===== src/hdl/tmpa_pkg.sv =====
package tmpa_pkg;
  localparam int unsigned TMPA_NUM_MOD = 2;
  localparam int unsigned TMPA_CNT_W = 10;
  localparam int unsigned TMPA_ADDR_W = 7;

  // Register indices (address bits 4..2) inside one module's window, plus module stride
  localparam logic [2:0] TMPA_IDX_CTRL0 = 3'h0;
  localparam logic [2:0] TMPA_IDX_CTRL1 = 3'h1;
  localparam logic [2:0] TMPA_IDX_CNT_LO = 3'h2;
  localparam logic [2:0] TMPA_IDX_CNT_HI = 3'h3;
  localparam logic [2:0] TMPA_IDX_CMPA_LO = 3'h4;
  localparam logic [2:0] TMPA_IDX_CMPA_HI = 3'h5;
  localparam logic [6:0] TMPA_OFS_MOD1 = 7'h20;
  localparam logic [6:0] TMPA_OFS_PIN_EN = 7'h40;

  // Control 0 field positions
  localparam int unsigned TMPA_C0_PAUSE = 7;
  localparam int unsigned TMPA_C0_CLK_LSB = 4;
  localparam int unsigned TMPA_C0_ON = 3;
  localparam int unsigned TMPA_C0_PER_LSB = 0;
  // Control 1 field positions
  localparam int unsigned TMPA_C1_MODE_LSB = 6;
  localparam int unsigned TMPA_C1_IO_LSB = 4;
  localparam int unsigned TMPA_C1_OC = 3;
  localparam int unsigned TMPA_C1_POL = 2;
  localparam int unsigned TMPA_C1_DPX = 1;
  localparam int unsigned TMPA_C1_CCLR = 0;

  localparam logic [7:0] TMPA_CTRL0_RST = 8'h00;
  localparam logic [7:0] TMPA_CTRL1_RST = 8'h00;
  localparam logic [3:0] TMPA_PIN_EN_RST = 4'h5;

  // Counter clock select codes
  localparam logic [2:0] TMPA_CLK_SYS_DIV4 = 3'h0;
  localparam logic [2:0] TMPA_CLK_SYS = 3'h1;
  localparam logic [2:0] TMPA_CLK_HI_DIV16 = 3'h2;
  localparam logic [2:0] TMPA_CLK_HI_DIV64 = 3'h3;
  localparam logic [2:0] TMPA_CLK_LIRC = 3'h4;
  localparam logic [2:0] TMPA_CLK_NONE = 3'h5;
  localparam logic [2:0] TMPA_CLK_EXT_RISE = 3'h6;
  localparam logic [2:0] TMPA_CLK_EXT_FALL = 3'h7;

  // Divider terminal counts (high clock taken as the system clock)
  localparam logic [5:0] TMPA_DIV4_LAST = 6'h03;
  localparam logic [5:0] TMPA_DIV16_LAST = 6'h0f;
  localparam logic [5:0] TMPA_DIV64_LAST = 6'h3f;

  typedef enum logic [1:0] {
    TMPA_MODE_COMPARE,
    TMPA_MODE_UNDEF,
    TMPA_MODE_PWM,
    TMPA_MODE_TIMER
  } tmpa_mode_e;

  localparam logic [1:0] TMPA_IO_KEEP = 2'h0;
  localparam logic [1:0] TMPA_IO_LOW = 2'h1;
  localparam logic [1:0] TMPA_IO_HIGH = 2'h2;
  localparam logic [1:0] TMPA_IO_TOGGLE = 2'h3;
endpackage


===== src/hdl/tmpa_top.sv =====
// Added by the designer: the Avalon-MM slave port and the register addresses.
`timescale 1ns/1ps
// Functional notes
// - Two modules, 10-bit counter, 10-bit compare A
// - Select code 101 stops the counter clock
// - Select codes pick sys, high, RC, pin
// - Separate interrupt per comparator A and P
// - Match may clear counter and change output
// - Period compares counter bits 9..7; zero overflows
// - Input pin counts only when selected
// - External input counts rising or falling edge
// - Compare output mode: set, clear or toggle
// - PWM appears on the same output pins
// - One edge-aligned PWM, duty or period adjustable
// - Pin ownership follows on bit and compare or PWM mode
// - Unused pin returns to shared functions
// - Pin-enable bits 0..3 connect pins to timer
// - Low bytes reached through 8-bit holding buffer
// - Buffer moves only on high-byte access
// - Compare low write fills buffer only
// - Compare high write also loads buffered low
// - High read captures matching low byte
// - Low read returns holding buffer
module tmpa_top
  import tmpa_pkg::*;
(
  input wire logic i_clk,
  input wire logic i_rstn,
  input wire logic [TMPA_ADDR_W-1:0] i_avs_address,
  input wire logic i_avs_read,
  input wire logic i_avs_write,
  input wire logic [31:0] i_avs_writedata,
  input wire logic [3:0] i_avs_byteenable,
  output logic [31:0] o_avs_readdata,
  output logic o_avs_waitrequest,
  input wire logic i_lirc_clk,
  input wire logic [TMPA_NUM_MOD-1:0] i_external_count_input,
  output logic [TMPA_NUM_MOD-1:0] o_irq_cmp_a,
  output logic [TMPA_NUM_MOD-1:0] o_irq_cmp_p,
  output logic [TMPA_NUM_MOD-1:0] o_timer_output_pin_a,
  output logic [TMPA_NUM_MOD-1:0] o_timer_output_pin_a_oe_n,
  output logic [TMPA_NUM_MOD-1:0] o_timer_output_pin_b,
  output logic [TMPA_NUM_MOD-1:0] o_timer_output_pin_b_oe_n,
  output logic [TMPA_NUM_MOD-1:0] o_ext_input_used
);

  // Bus handshake: one wait cycle, then the access completes
  logic ack_ff;
  logic req;
  logic acc;
  logic wr_acc;
  logic rd_take;
  logic [7:0] wdat;
  logic pin_en_hit;

  assign req = i_avs_read | i_avs_write;
  assign acc = req & ack_ff;
  assign wr_acc = acc & i_avs_write & i_avs_byteenable[0];
  // Reads act at the taking edge, so the high byte and its low byte are one snapshot
  assign rd_take = i_avs_read & ~ack_ff;
  assign wdat = i_avs_writedata[7:0];
  assign pin_en_hit = (i_avs_address == TMPA_OFS_PIN_EN);

  always_ff @(posedge i_clk) begin
    if (!i_rstn) begin
      ack_ff <= 1'b0;
    end else begin
      ack_ff <= req & ~ack_ff;
    end
  end

  always_ff @(posedge i_clk) begin
    if (!i_rstn) begin
      o_avs_waitrequest <= 1'b1;
    end else begin
      o_avs_waitrequest <= ~(req & ~ack_ff);
    end
  end

  // Pin enable register
  logic [3:0] pin_en_ff;

  always_ff @(posedge i_clk) begin
    if (!i_rstn) begin
      pin_en_ff <= TMPA_PIN_EN_RST;
    end else if (wr_acc && pin_en_hit) begin
      pin_en_ff <= wdat[3:0];
    end
  end

  // Shared clock-enable dividers
  logic [5:0] div_ff;

  always_ff @(posedge i_clk) begin
    if (!i_rstn) begin
      div_ff <= 6'h00;
    end else begin
      div_ff <= div_ff + 6'h01;
    end
  end

  // Low-speed RC clock arrives asynchronously
  logic [2:0] lirc_sync_ff;
  logic lirc_lvl_ff;
  logic lirc_tick_ff;

  always_ff @(posedge i_clk) begin
    if (!i_rstn) begin
      lirc_sync_ff <= 3'h0;
      lirc_lvl_ff <= 1'b0;
      lirc_tick_ff <= 1'b0;
    end else begin
      lirc_sync_ff <= {lirc_sync_ff[1:0], i_lirc_clk};
      lirc_tick_ff <= 1'b0;
      if (lirc_sync_ff[1] == lirc_sync_ff[2]) begin
        lirc_lvl_ff <= lirc_sync_ff[2];
        lirc_tick_ff <= lirc_sync_ff[2] & ~lirc_lvl_ff;
      end
    end
  end

  logic [7:0] rd_mod [TMPA_NUM_MOD];

  genvar g;
  generate
    for (g = 0; g < TMPA_NUM_MOD; g++) begin : g_mod
      logic hit;
      logic [2:0] idx;
      logic [7:0] ctrl0_ff;
      logic [7:0] ctrl1_ff;
      logic [9:0] cnt_ff;
      logic [9:0] cmpa_ff;
      logic [7:0] hold_ff;
      logic on_d_ff;
      logic [2:0] ext_sync_ff;
      logic ext_lvl_ff;
      logic ext_rise_ff;
      logic ext_fall_ff;
      logic tick;
      logic run;
      logic [2:0] clk_sel;
      logic [2:0] per;
      logic [1:0] mode;
      logic [1:0] io;
      logic on_rise;
      logic [9:0] nxt_cnt;
      logic match_a;
      logic match_p;
      logic out_ff;
      logic pwm_lvl;
      logic owns_pin;

      assign hit = (i_avs_address[6:5] == {1'b0, 1'(g)}) && (i_avs_address[1:0] == 2'h0);
      assign idx = i_avs_address[4:2];
      assign clk_sel = ctrl0_ff[TMPA_C0_CLK_LSB +: 3];
      assign per = ctrl0_ff[TMPA_C0_PER_LSB +: 3];
      assign mode = ctrl1_ff[TMPA_C1_MODE_LSB +: 2];
      assign io = ctrl1_ff[TMPA_C1_IO_LSB +: 2];
      assign on_rise = ctrl0_ff[TMPA_C0_ON] & ~on_d_ff;

      always_ff @(posedge i_clk) begin
        if (!i_rstn) begin
          ctrl0_ff <= TMPA_CTRL0_RST;
          ctrl1_ff <= TMPA_CTRL1_RST;
        end else if (wr_acc && hit) begin
          if (idx == TMPA_IDX_CTRL0) begin
            ctrl0_ff <= wdat;
          end
          if (idx == TMPA_IDX_CTRL1) begin
            ctrl1_ff <= wdat;
          end
        end
      end

      // Private buffer per module keeps the two modules independent
      always_ff @(posedge i_clk) begin
        if (!i_rstn) begin
          hold_ff <= 8'h00;
        end else if (wr_acc && hit && idx == TMPA_IDX_CMPA_LO) begin
          hold_ff <= wdat;
        end else if (rd_take && hit && idx == TMPA_IDX_CNT_HI) begin
          hold_ff <= cnt_ff[7:0];
        end else if (rd_take && hit && idx == TMPA_IDX_CMPA_HI) begin
          hold_ff <= cmpa_ff[7:0];
        end
      end

      always_ff @(posedge i_clk) begin
        if (!i_rstn) begin
          cmpa_ff <= 10'h000;
        end else if (wr_acc && hit && idx == TMPA_IDX_CMPA_HI) begin
          cmpa_ff <= {wdat[1:0], hold_ff};
        end
      end

      // External count input, three-stage synchroniser
      always_ff @(posedge i_clk) begin
        if (!i_rstn) begin
          ext_sync_ff <= 3'h0;
          ext_lvl_ff <= 1'b0;
          ext_rise_ff <= 1'b0;
          ext_fall_ff <= 1'b0;
        end else begin
          ext_sync_ff <= {ext_sync_ff[1:0], i_external_count_input[g]};
          ext_rise_ff <= 1'b0;
          ext_fall_ff <= 1'b0;
          if (ext_sync_ff[1] == ext_sync_ff[2]) begin
            ext_lvl_ff <= ext_sync_ff[2];
            ext_rise_ff <= ext_sync_ff[2] & ~ext_lvl_ff;
            ext_fall_ff <= ~ext_sync_ff[2] & ext_lvl_ff;
          end
        end
      end

      always_comb begin
        case (clk_sel)
          TMPA_CLK_SYS_DIV4: tick = (div_ff[1:0] == TMPA_DIV4_LAST[1:0]);
          TMPA_CLK_SYS: tick = 1'b1;
          TMPA_CLK_HI_DIV16: tick = (div_ff[3:0] == TMPA_DIV16_LAST[3:0]);
          TMPA_CLK_HI_DIV64: tick = (div_ff == TMPA_DIV64_LAST);
          TMPA_CLK_LIRC: tick = lirc_tick_ff;
          TMPA_CLK_EXT_RISE: tick = ext_rise_ff;
          TMPA_CLK_EXT_FALL: tick = ext_fall_ff;
          default: tick = 1'b0;
        endcase
      end

      assign run = tick & ctrl0_ff[TMPA_C0_ON] & ~ctrl0_ff[TMPA_C0_PAUSE];
      assign nxt_cnt = cnt_ff + 10'h001;
      // Zero period waits for the wrap at full count
      assign match_p = run && ((per == 3'h0) ? (nxt_cnt == 10'h000)
                                              : (nxt_cnt == {per, 7'h00}));
      assign match_a = run && (nxt_cnt == cmpa_ff);

      always_ff @(posedge i_clk) begin
        if (!i_rstn) begin
          on_d_ff <= 1'b0;
        end else begin
          on_d_ff <= ctrl0_ff[TMPA_C0_ON];
        end
      end

      always_ff @(posedge i_clk) begin
        if (!i_rstn) begin
          cnt_ff <= 10'h000;
        end else if (on_rise) begin
          cnt_ff <= 10'h000;
        end else if (run) begin
          if (ctrl1_ff[TMPA_C1_CCLR] ? match_a : match_p) begin
            cnt_ff <= 10'h000;
          end else begin
            cnt_ff <= nxt_cnt;
          end
        end
      end

      always_ff @(posedge i_clk) begin
        if (!i_rstn) begin
          o_irq_cmp_a[g] <= 1'b0;
          o_irq_cmp_p[g] <= 1'b0;
        end else begin
          o_irq_cmp_a[g] <= match_a;
          o_irq_cmp_p[g] <= match_p;
        end
      end

      // Compare output state; restart loads the initial level
      always_ff @(posedge i_clk) begin
        if (!i_rstn) begin
          out_ff <= 1'b0;
        end else if (on_rise) begin
          out_ff <= ctrl1_ff[TMPA_C1_OC];
        end else if (mode == TMPA_MODE_COMPARE && match_a) begin
          case (io)
            TMPA_IO_LOW: out_ff <= 1'b0;
            TMPA_IO_HIGH: out_ff <= 1'b1;
            TMPA_IO_TOGGLE: out_ff <= ~out_ff;
            default: out_ff <= out_ff;
          endcase
        end
      end

      // Edge-aligned PWM: duplex bit swaps which register sets duty
      always_comb begin
        case (io)
          TMPA_IO_KEEP: pwm_lvl = ~ctrl1_ff[TMPA_C1_OC];
          TMPA_IO_LOW: pwm_lvl = ctrl1_ff[TMPA_C1_OC];
          default: begin
            if (ctrl1_ff[TMPA_C1_DPX]) begin
              pwm_lvl = (cnt_ff[9:7] < per) ? ctrl1_ff[TMPA_C1_OC]
                                            : ~ctrl1_ff[TMPA_C1_OC];
            end else begin
              pwm_lvl = (cnt_ff < cmpa_ff) ? ctrl1_ff[TMPA_C1_OC]
                                           : ~ctrl1_ff[TMPA_C1_OC];
            end
          end
        endcase
      end

      assign owns_pin = ctrl0_ff[TMPA_C0_ON] &&
                        (mode == TMPA_MODE_COMPARE || mode == TMPA_MODE_PWM);

      always_ff @(posedge i_clk) begin
        if (!i_rstn) begin
          o_timer_output_pin_a[g] <= 1'b0;
          o_timer_output_pin_b[g] <= 1'b0;
          o_timer_output_pin_a_oe_n[g] <= 1'b1;
          o_timer_output_pin_b_oe_n[g] <= 1'b1;
          o_ext_input_used[g] <= 1'b0;
        end else begin
          if (mode == TMPA_MODE_PWM) begin
            o_timer_output_pin_a[g] <= pwm_lvl ^ ctrl1_ff[TMPA_C1_POL];
            o_timer_output_pin_b[g] <= ~(pwm_lvl ^ ctrl1_ff[TMPA_C1_POL]);
          end else begin
            o_timer_output_pin_a[g] <= out_ff ^ ctrl1_ff[TMPA_C1_POL];
            o_timer_output_pin_b[g] <= ~(out_ff ^ ctrl1_ff[TMPA_C1_POL]);
          end
          o_timer_output_pin_a_oe_n[g] <= ~(owns_pin & pin_en_ff[2*g]);
          o_timer_output_pin_b_oe_n[g] <= ~(owns_pin & pin_en_ff[2*g+1]);
          o_ext_input_used[g] <= clk_sel[2] & clk_sel[1];
        end
      end

      always_comb begin
        case (idx)
          TMPA_IDX_CTRL0: rd_mod[g] = ctrl0_ff;
          TMPA_IDX_CTRL1: rd_mod[g] = ctrl1_ff;
          TMPA_IDX_CNT_LO: rd_mod[g] = hold_ff;
          TMPA_IDX_CNT_HI: rd_mod[g] = {6'h00, cnt_ff[9:8]};
          TMPA_IDX_CMPA_LO: rd_mod[g] = hold_ff;
          TMPA_IDX_CMPA_HI: rd_mod[g] = {6'h00, cmpa_ff[9:8]};
          default: rd_mod[g] = 8'h00;
        endcase
      end
    end
  endgenerate

  // Read data captured with the handshake so it stands in the answer cycle
  always_ff @(posedge i_clk) begin
    if (!i_rstn) begin
      o_avs_readdata <= 32'h0000_0000;
    end else if (rd_take) begin
      if (pin_en_hit) begin
        o_avs_readdata <= {28'h000_0000, pin_en_ff};
      end else if (g_mod[0].hit) begin
        o_avs_readdata <= {24'h00_0000, rd_mod[0]};
      end else if (g_mod[1].hit) begin
        o_avs_readdata <= {24'h00_0000, rd_mod[1]};
      end else begin
        o_avs_readdata <= 32'h0000_0000;
      end
    end
  end

endmodule


===== config.mk =====
export PLATFORM = sky130hd
export DESIGN_NAME = tmpa_top
export DESIGN_NICKNAME = d
export VERILOG_FILES = /design/src/hdl/tmpa_pkg.sv /design/src/hdl/tmpa_top.sv
export SDC_FILE = /design/constraint.sdc
export NUM_CORES = 1
export LEC_CHECK = 0
export BUFFER_PORTS_ARGS = -buffer_cell sky130_fd_sc_hd__buf_2
export CAP_MARGIN = 5
export CORE_MARGIN = 3
export CORE_UTILIZATION = 59
export DETAILED_ROUTE_END_ITERATION = 10
export PLACE_DENSITY = 0.78
export SLEW_MARGIN = 25
export SYNTH_ARGS = -nofsm -noshare
export SYNTH_HDL_FRONTEND = slang
export SYNTH_SLANG_ARGS = --single-unit

===== constraint.sdc =====
create_clock -name i_clk -period 4.3 [get_ports i_clk]
set_clock_uncertainty 0.1 [all_clocks]
set_input_delay 0.43 -clock i_clk [delete_from_list [all_inputs] [get_ports i_clk]]
set_output_delay 0.43 -clock i_clk [all_outputs]
set_load 0.02 [all_outputs]

==> qor.yml, run 1 <==
status: "complete, no violations"
cp_max_fo: 12
gr-usage-all-layers: 0.282
hold_path_class: "input port to flip-flop"
cts_sinks: 143
drt-pass1-iter-count: 6
synthTopCellsByArea: "dfxtp_1 (34%), mux2i_1 (7.7%), nor2_1 (5.1%)"
post_cts_buffers: 0
yosysTopAreaCell: "dfxtp_1"
cts.hold.buffers_added: 0
routed.top_layer: "met4"
area_growth_pct: 8.72
critPathSlowestCell: "dfxtp_1"
worstMarginPinSlew_ns: 0.891
io_pins: 97
ir_drop_uv: 308
wl_met3_um: 2120
max_freq_mhz: 317
worst_skew_pair.late_latency_ns: 0.43
dr_wl_met2_um: 9510
drive_above_1_share: 0.122
drt_iter0_markers: 705
yosysUniqueCellTypes: 91
die_x_um: 126
drt-met1-wl_um: 9850
grt_max_degree: 83
nNetsFinal: 1096
synth_top_area_share: 0.339
finalNonFillerCells: 1210
critPathLaunchType: "flip-flop"
drv_cap: 0
routed_wl_um: 22100
fin_crit_ns: 3.16
ys_warn_count: 0
finalMaxSlewViolations: 0
initial_utilization: 0.606
htree_num_levels: 4
synthCells: 1002
cp_cell_sequence: "ha_1 > and3_4 > nand2b_1 > a311o_1 > a211oi_4 > nand2_2 > o211ai_4 > o211ai_2"
cts.clk_slew.worst_paths_ns: 0.06
antenna_cells: 0
drc: 0
grt_pass1_wl_um: 36000
postCtsResizedCells: 0
post-dp-hpwl_um: 15800
syn_area_um2: 8440
ant_nets: 0
synthFlopType: "dfxtp_1"
period_share: 0.734
syn_area_per_cell_um2: 8.42
finalSetupViolCount: 0
crit_path_max_incr_delay_ns: 0.58
crit_family: "compound AO/OA/AOI/OAI gates"
root_buffer: "clkbuf_16"
vias: 7527
die_h_um: 126
p_leak_nw: 3.32
seq_area_frac_synth: 0.339
post-place-cells: 1178
numCtsBuffers: 17
overflow: 0
rsz0062_at_grt: "no"
synth-edff-count: 0
relSlewSlack: 0.406
tns_ns: 0
power_density_nw_per_um2: 317
synth-seq-cells: 143
clk_path_buf_depth: 2
path_buf_inv: 0
hold_violations: 0
core_area_um2: 13900
tritoncts: "done"
die-area_um2: 15800
async_flop_share: 0
drt-wirelength-per-cell_um: 18.2
num_rows: 43
worst_ep_required_time_ns: 4.50
portBuffers: 45
gp_congestion: 0.965
via_per_inst: 6.22
antenna_found_initial: 0
crit_type: "flip-flop to flip-flop"
grt_pass1_vias: 6901
cp.arrival_ns: 3.36
worstSetupEndpointType: "flip-flop"
==> stage by stage <==
| step | hold WS (ns) | cell area (µm²) | util | total power, mW | setup slack (ns) |
|---|---|---|---|---|---|
| after floorplan | 0.272 | 8530 | - | 1.49 | 1.91 |
| after global placement | 0.283 | 8620 | 0.618 | 1.52 | 1.21 |
| after detailed placement | 0.290 | 8620 | 0.618 | 1.53 | 1.19 |
| after CTS | 0.103 | 9180 | 0.658 | 2.91 | 1.18 |
| after global routing | 0.109 | 9180 | 0.658 | 2.99 | 0.928 |
| final | 0.109 | 9180 | 0.658 | 2.91 | 1.14 |
==> cell type report <==
cell class,instances,area (µm²)
multi-input cells,755,5050
inverters,43,161
repair buffers,57,315
clock buffers,20,447
flip-flops and latches,143,2860
clock inverters,12,111
fillers,1187,4760
well taps,180,225
==> kinds of logic (layout without fill, tap and decap cells) <==
family                     Yosys count  in the layout  synth area share
adders and majority gates           29             29            0.0430
and+or+nand+nor                    372            372             0.228
DFF                                143            143             0.339
other                                1             24          0.000444
xor gates and xnor gates            42             42            0.0452
AOI/OAI and AO/OA                  221            221             0.191
buffers and inverters              127            132            0.0729
muxes                               67             67            0.0798
==> per-layer routing <==
metal | track usage | vias up
met5 | 0 | -
met3 | 0.0683 | 46
met4 | 0.112 | 0
met2 | 0.408 | 340
li1 | - | 3595
met1 | 0.402 | 3546
==> synthesized netlist by cell type (8+ instances only) <==
| cell | count |
|---|---|
| a211oi_1 | 13 |
| a21oi_1 | 50 |
| a221oi_1 | 11 |
| a22oi_1 | 18 |
| and2_1 | 21 |
| and3_1 | 10 |
| buf_2 | 10 |
| buf_4 | 29 |
| clkbuf_1 | 39 |
| dfxtp_1 | 143 |
| ha_1 | 29 |
| inv_1 | 43 |
| mux2i_1 | 65 |
| nand2_1 | 77 |
| nand2b_1 | 9 |
| nand3_1 | 40 |
| nand4_1 | 12 |
| nor2_1 | 115 |
| nor2b_1 | 14 |
| nor3_1 | 17 |
| nor4_1 | 8 |
| o211ai_1 | 8 |
| o21ai_0 | 37 |
| o221ai_1 | 12 |
| o31ai_1 | 8 |
| xnor2_1 | 30 |
| xor2_1 | 11 |
==> power breakdown <==
group	total, mW	switching [mW]	internal, mW
registers	1.35	0.00714	1.34
logic	0.155	0.118	0.0363
clock network	1.41	0.593	0.812
total	2.91	0.718	2.19
==> registers in the layout (all words and copies together), names as in the netlist, 3 cells and up <==
name,cells
div_ff,6
g_mod.cmpa_ff,20
g_mod.cnt_ff,20
g_mod.ctrl0_ff,16
g_mod.ctrl1_ff,16
g_mod.ext_sync_ff,6
g_mod.hold_ff,16
lirc_sync_ff,3
o_avs_readdata,8
pin_en_ff,4
==> final timing paths <==
path	slack, ns	depth (start not counted)	endpoint	startpoint
setup / recovery	1.14	8	g_mod[0].cnt_ff[3]	g_mod[0].cnt_ff[0]
hold reg to reg	0.30	1	o_timer_output_pin_b_oe_n[1]	pin_en_ff[3]
setup reg to reg	1.14	8	g_mod[0].cnt_ff[3]	g_mod[0].cnt_ff[0]
hold / removal	0.11	2	g_mod[0].ext_sync_ff[0]	i_external_count_input[0]
==> worst reg2reg max path, cell delays in order (launching register included) <==
cell and delay (ns):
dfxtp_1 0.58, ha_1 0.54, and3_4 0.28, nand2b_1 0.10, a311o_1 0.38, a211oi_4 0.34
nand2_2 0.14, o211ai_4 0.45, o211ai_2 0.13
==> cells in the final DEF, fill, tap and decap left out, types with 24 or more instances in the layout <==
master   count
nand2_1     77
a21oi_1     50
xnor2_1     30
inv_1       42
o21ai_0     37
mux2i_1     65
dfxtp_1    143
buf_2       45
nor2_1     115
nand3_1     40
conb_1      24
ha_1        29
Note: power is estimated with default switching activity, not from simulation.
==> run 2, diff against run 1 <==
Clock period 4.3 ns to 3.1 ns, I/O delays scaled along.
==> qor.yml, run 2 (same netlist as run 1, synthesis figures left out) <==
status: "complete, no violations"  # unchanged
drive_above_1_share: 0.141  # was 0.122
p_comb_frac: 0.053  # about the same
crit_path_max_incr_delay_ns: 0.44  # was 0.58 ns
cp_cell_sequence: "ha_1 > nand3_2 > o221ai_1 > nand4_1 > nor4_4 > nor4b_2 > a221o_1 > o2111a_1"  # was ha_1 > and3_4 > nand2b_1 > a311o_1 > a211oi_4 > nand2_2 > o211ai_4 > o211ai_2
antenna_cells: 0  # unchanged
root_buffer: "clkbuf_16"  # unchanged
core_area_um2: 13900  # unchanged
gr-usage-all-layers: 0.291  # was 0.282
area_growth_pct: 11.5  # was 8.72%
top_regs: "g_mod.cmpa_ff x20, g_mod.cnt_ff x20"  # unchanged
crit_type: "flip-flop to flip-flop"  # unchanged
seq_area_um2: 2860  # unchanged
p_seq_frac: 0.439  # was 0.463
max_freq_mhz: 351  # was 317 MHz
drt_iter0_markers: 945  # was 705
finalSetupViolCount: 0  # unchanged
portBuffers: 45  # unchanged
tritoncts: "done"  # unchanged
mostFrequentLayoutCell: "dfxtp_1"  # unchanged
grt_pass1_vias: 7183  # was 6901
fin_crit_ns: 2.85  # was 3.16 ns
cts.clk_slew.worst_paths_ns: 0.06  # about the same
overflow: 0  # unchanged
drc: 0  # unchanged
rsz0062_at_grt: "no"  # unchanged
post-place-cells: 1199  # was 1178
relSlewSlack: 0.417  # was 0.406
power_mw: 4.25  # was 2.91 mW
grt_pass1_wl_um: 37300  # was 36000 µm
post-dp-hpwl_um: 16400  # was 15800 µm
num_rows: 43  # unchanged
drt-pass1-iter-count: 7  # was 6
finalMaxSlewViolations: 0  # unchanged
ant_nets: 0  # unchanged
finalWorstSetupSlack_ns: 0.252  # was 1.14 ns
final_cell_mix: "dfxtp_1 (143), nor2_1 (115), nand2_1 (77)"  # unchanged
multi_input_area_um2: 5050  # unchanged
dp_slack_ns: 0.311  # was 1.19 ns
critPathSlowestCell: "o221ai_1"  # was dfxtp_1
initial_utilization: 0.606  # unchanged
numCtsBuffers: 17  # unchanged
hold_path_class: "input port to flip-flop"  # unchanged
hold_violations: 0  # unchanged
r2r_cells: 8  # unchanged
io_pins: 97  # unchanged
postCtsResizedCells: 0  # unchanged
worst_ep_required_time_ns: 3.37  # was 4.50 ns
power_density_nw_per_um2: 452  # was 317 nW/µm²
finalNonFillerCells: 1232  # was 1210
die_x_um: 126  # unchanged
vias: 7790  # was 7527
grt_max_degree: 83  # unchanged
gp_congestion: 0.914  # was 0.965
p_int_mw: 3.26  # was 2.19 mW
via_per_inst: 6.32  # was 6.22
worstSetupEndpointType: "flip-flop"  # unchanged
htree_num_levels: 4  # unchanged
cts_sinks: 143  # unchanged
nNetsFinal: 1119  # was 1096
cp.arrival_ns: 3.11  # was 3.36 ns
routed_wl_um: 23100  # was 22100 µm
period_share: 0.919  # was 0.734
tns_ns: 0  # unchanged
drv_cap: 0  # unchanged
hold_depth: 2  # unchanged
worst_skew_pair.late_latency_ns: 0.42  # was 0.43 ns
drt-wirelength-per-cell_um: 18.7  # was 18.2 µm
clk_path_buf_depth: 2  # unchanged
die-area_um2: 15800  # unchanged
p_leak_nw: 3.47  # was 3.32 nW
p_clk_frac: 0.508  # was 0.484
critPathLaunchType: "flip-flop"  # unchanged
ir_drop_uv: 569  # was 308 µV
cp_max_fo: 4  # was 12
fill_cells: 1168  # was 1187
antenna_found_initial: 0  # unchanged
die_h_um: 126  # unchanged
p_sw_uw: 993  # was 718 µW
worstMarginPinSlew_ns: 0.874  # was 0.891 ns
swShare: 0.234  # was 0.247
==> run 2: changes by cell type in the layout (fill, tap and decap cells not counted), sizes merged <==
cell,delta
dlygate4sd3,+2
clkbuf,-3
buf,+21
bufinv,+3
clkinvlp,-1
==> run 2: final timing paths <==
kind / startpoint / end / slack (ns)
min: i_external_count_input[1] / g_mod[1].ext_sync_ff[0] / 0.007
max reg2reg: div_ff[0] / g_mod[0].out_ff / 0.25
max: div_ff[0] / g_mod[0].out_ff / 0.25
min reg2reg: pin_en_ff[0] / o_timer_output_pin_a_oe_n[0] / 0.32
==> run 2: area by class of cell <==
type	instances	share of cell area
clock buffers	17	0.0452
clock inverters	14	0.0202
inverters	43	0.0172
multi-input cells	755	0.537
flip-flops and latches	143	0.304
well taps	180	0.0239
repair buffers	80	0.0524
==> run 2: worst max-delay path, delay by kind of cell (launching register included) <==
family | cells | cell delay [ns]
simple gates | 4 | 1.23
fa+ha+maj | 1 | 0.26
compound gates | 3 | 0.85
flops | 1 | 0.36
==> run 2: power by group through the flow <==
stage | Clock, mW | Sequential, mW | Combinational, mW
final | 2.16 | 1.87 | 0.225
after global routing | 2.24 | 1.87 | 0.240
after CTS | 2.17 | 1.87 | 0.219
after detailed placement | 0 | 1.91 | 0.216
after global placement | 0 | 1.91 | 0.214
after floorplan | 0 | 1.92 | 0.151
==> run 2: metal layers <==
layer	up-vias	wire (µm)	track usage
met5	-	0	0
met4	0	561	0.106
met3	42	2240	0.0701
met2	407	10100	0.426
met1	3706	10200	0.417
li1	3635	-	-
==> run 2: metrics by stage <==
step / area (µm²) / utilization / hold WS, ns
floorplan: 8530 / - / 0.272
global placement: 8770 / 0.630 / 0.286
detailed placement: 8770 / 0.630 / 0.288
CTS: 9410 / 0.675 / 0.00623
global route: 9410 / 0.675 / 0.0203
finish: 9410 / 0.675 / 0.00735
==> run 2: repair_timing <==
item,in CTS,in global routing
hold buffers,2,0
endpoints found under the hold margin,2,0
setup endpoints to repair,0,0
setup buffers,0,0
==> run 3, diff against run 2 <==
--- a/config.mk
+++ b/config.mk
@@ -7,3 +7,3 @@
 export LEC_CHECK = 0
-export BUFFER_PORTS_ARGS = -buffer_cell sky130_fd_sc_hd__buf_2
+export BUFFER_PORTS_ARGS = -buffer_cell sky130_fd_sc_hd__buf_4
 export CAP_MARGIN = 5
==> constraint.sdc (replaced) <==
create_clock -name i_clk -period 3.1 [get_ports i_clk]
set_clock_uncertainty 0.1 [all_clocks]
set_input_delay 0.155 -clock i_clk [delete_from_list [all_inputs] [get_ports i_clk]]
set_output_delay 0.155 -clock i_clk [all_outputs]
set_load 0.02 [all_outputs]
==> qor.yml, run 3 (same netlist as run 1, synthesis figures left out) <==
final_area_um2: 9710  # was 9410 µm²
p_comb_frac: 0.055  # was 0.053
postCtsResizedCells: 0  # unchanged
routed_wl_um: 22800  # was 23100 µm
hold_path_class: "input port to flip-flop"  # unchanged
relSlewSlack: 0.403  # was 0.417
crit-reg2reg-launch: "g_mod[0].cnt_ff[4]"  # was div_ff[0]
overflow: 0  # unchanged
core_area_um2: 13900  # unchanged
worst_skew_pair.late_latency_ns: 0.43  # was 0.42 ns
finalWorstSetupSlack_ns: 0.350  # was 0.252 ns
tritoncts: "done"  # unchanged
final_cell_mix: "dfxtp_1 (143), nor2_1 (115), buf_4 (78)"  # was dfxtp_1 (143), nor2_1 (115), nand2_1 (77)
portBuffers: 45  # unchanged
p_leak_nw: 3.58  # was 3.47 nW
post_cts_buffers: 0  # unchanged
place_area_um2: 8890  # was 8770 µm²
cts.clk_slew.worst_paths_ns: 0.06  # about the same
htree_num_levels: 4  # unchanged
initial_utilization: 0.606  # unchanged
critPathLaunchType: "flip-flop"  # unchanged
gr-usage-all-layers: 0.291  # about the same
gp_congestion: 0.933  # was 0.914
p_seq_frac: 0.417  # was 0.439
area_growth_pct: 15.1  # was 11.5%
die_x_um: 126  # unchanged
dp_slack_ns: 0.412  # was 0.311 ns
cts_sinks: 143  # unchanged
period_share: 0.887  # was 0.919
routed.top_layer: "met4"  # unchanged
swShare: 0.222  # was 0.234
drt-met1-wl_um: 10000  # was 10200 µm
die-area_um2: 15800  # unchanged
grt_pass1_vias: 7261  # was 7183
worstMarginPinSlew_ns: 0.892  # was 0.874 ns
min_from: "i_avs_address[3]"  # was i_external_count_input[1]
post-dp-hpwl_um: 16100  # was 16400 µm
status: "complete, no violations"  # unchanged
p_sw_uw: 995  # was 993 µW
antenna_cells: 0  # unchanged
startpoint: "g_mod[0].cnt_ff[4]"  # was div_ff[0]
p_int_mw: 3.49  # was 3.26 mW
worstSetupEndpointType: "flip-flop"  # unchanged
numCtsBuffers: 17  # unchanged
nNetsFinal: 1131  # was 1119
drt-pass1-iter-count: 5  # was 7
p_clk_frac: 0.528  # was 0.508
finalSetupViolCount: 0  # unchanged
drv_cap: 0  # unchanged
max_freq_mhz: 364  # was 351 MHz
drt_iter0_markers: 996  # was 945
finalMaxSlewViolations: 0  # unchanged
top_regs: "g_mod.cmpa_ff x20, g_mod.cnt_ff x20"  # unchanged
cts.hold.buffers_added: 14  # was 2
num_rows: 43  # unchanged
fin_crit_ns: 2.75  # was 2.85 ns
cp_max_fo: 14  # was 4
antenna_found_initial: 0  # unchanged
vias: 7734  # was 7790
tns_ns: 0  # unchanged
worst_ep_required_time_ns: 3.37  # about the same
via_per_inst: 6.21  # was 6.32
drc: 0  # unchanged
root_buffer: "clkbuf_16"  # unchanged
io_pins: 97  # unchanged
dr_wl_met2_um: 9920  # was 10100 µm
drive_above_1_share: 0.140  # was 0.141
rsz0062_at_grt: "no"  # unchanged
grt_pass1_wl_um: 37400  # was 37300 µm
mostFrequentLayoutCell: "dfxtp_1"  # unchanged
clk_path_buf_depth: 2  # unchanged
power_density_nw_per_um2: 462  # was 452 nW/µm²
die_h_um: 126  # unchanged
drt-wirelength-per-cell_um: 18.3  # was 18.7 µm
power_mw: 4.48  # was 4.25 mW
wl_met3_um: 2310  # was 2240 µm
hold_violations: 0  # unchanged
crit_type: "flip-flop to flip-flop"  # unchanged
cp.arrival_ns: 3.02  # was 3.11 ns
ant_nets: 0  # unchanged
grt_max_degree: 83  # unchanged
ir_drop_uv: 436  # was 569 µV
==> run 3: metrics by stage <==
stage | hold WS, ns | instances | utilization
after floorplan | 0.182 | 1025 | -
after global placement | 0.264 | 1199 | 0.638
after detailed placement | 0.268 | 1199 | 0.638
after CTS | 0.125 | 1245 | 0.697
after global routing | 0.165 | 1245 | 0.697
final | 0.141 | 1245 | 0.697
==> run 3: critical path: stages (launching register included) <==
cell and delay (ns):
dfxtp_1 0.66, nand3_1 0.17, or2_1 0.28, xnor3_1 0.23, nor4_4 0.42, nor4b_2 0.42, a221o_1 0.23, o2111a_1 0.19
==> run 3: area by class of cell <==
class | instances | area, µm²
Multi-Input combinational cell | 755 | 5050
Fill cell | 1127 | 4220
Sequential cell | 143 | 2860
Timing Repair Buffer | 92 | 726
Clock buffer | 19 | 453
Clock inverter | 13 | 231
Tap cell | 180 | 225
Inverter | 43 | 161
==> run 3: power by group through the flow <==
stage          Combinational [mW]  Clock (mW)  Sequential (mW)
2_1_floorplan               0.151           0             1.92
3_3_place_gp                0.224           0             1.91
3_5_place_dp                0.225           0             1.91
4_1_cts                     0.241        2.39             1.87
5_1_grt                     0.263        2.47             1.87
6_report                    0.248        2.37             1.87
==> run 3: worst paths after layout <==
| kind | cells past startpoint | end | slack [ns] |
|---|---|---|---|
| max | 7 | g_mod[0].out_ff | 0.35 |
| min | 4 | o_avs_readdata[7] | 0.14 |
| max reg2reg | 7 | g_mod[0].out_ff | 0.35 |
| min reg2reg | 1 | o_timer_output_pin_a_oe_n[1] | 0.30 |
==> run 3: routing by layer <==
layer | global-route usage | up-vias
met5 | 0 | -
met4 | 0.0874 | 0
met3 | 0.0807 | 45
met2 | 0.443 | 364
met1 | 0.403 | 3665
li1 | - | 3660
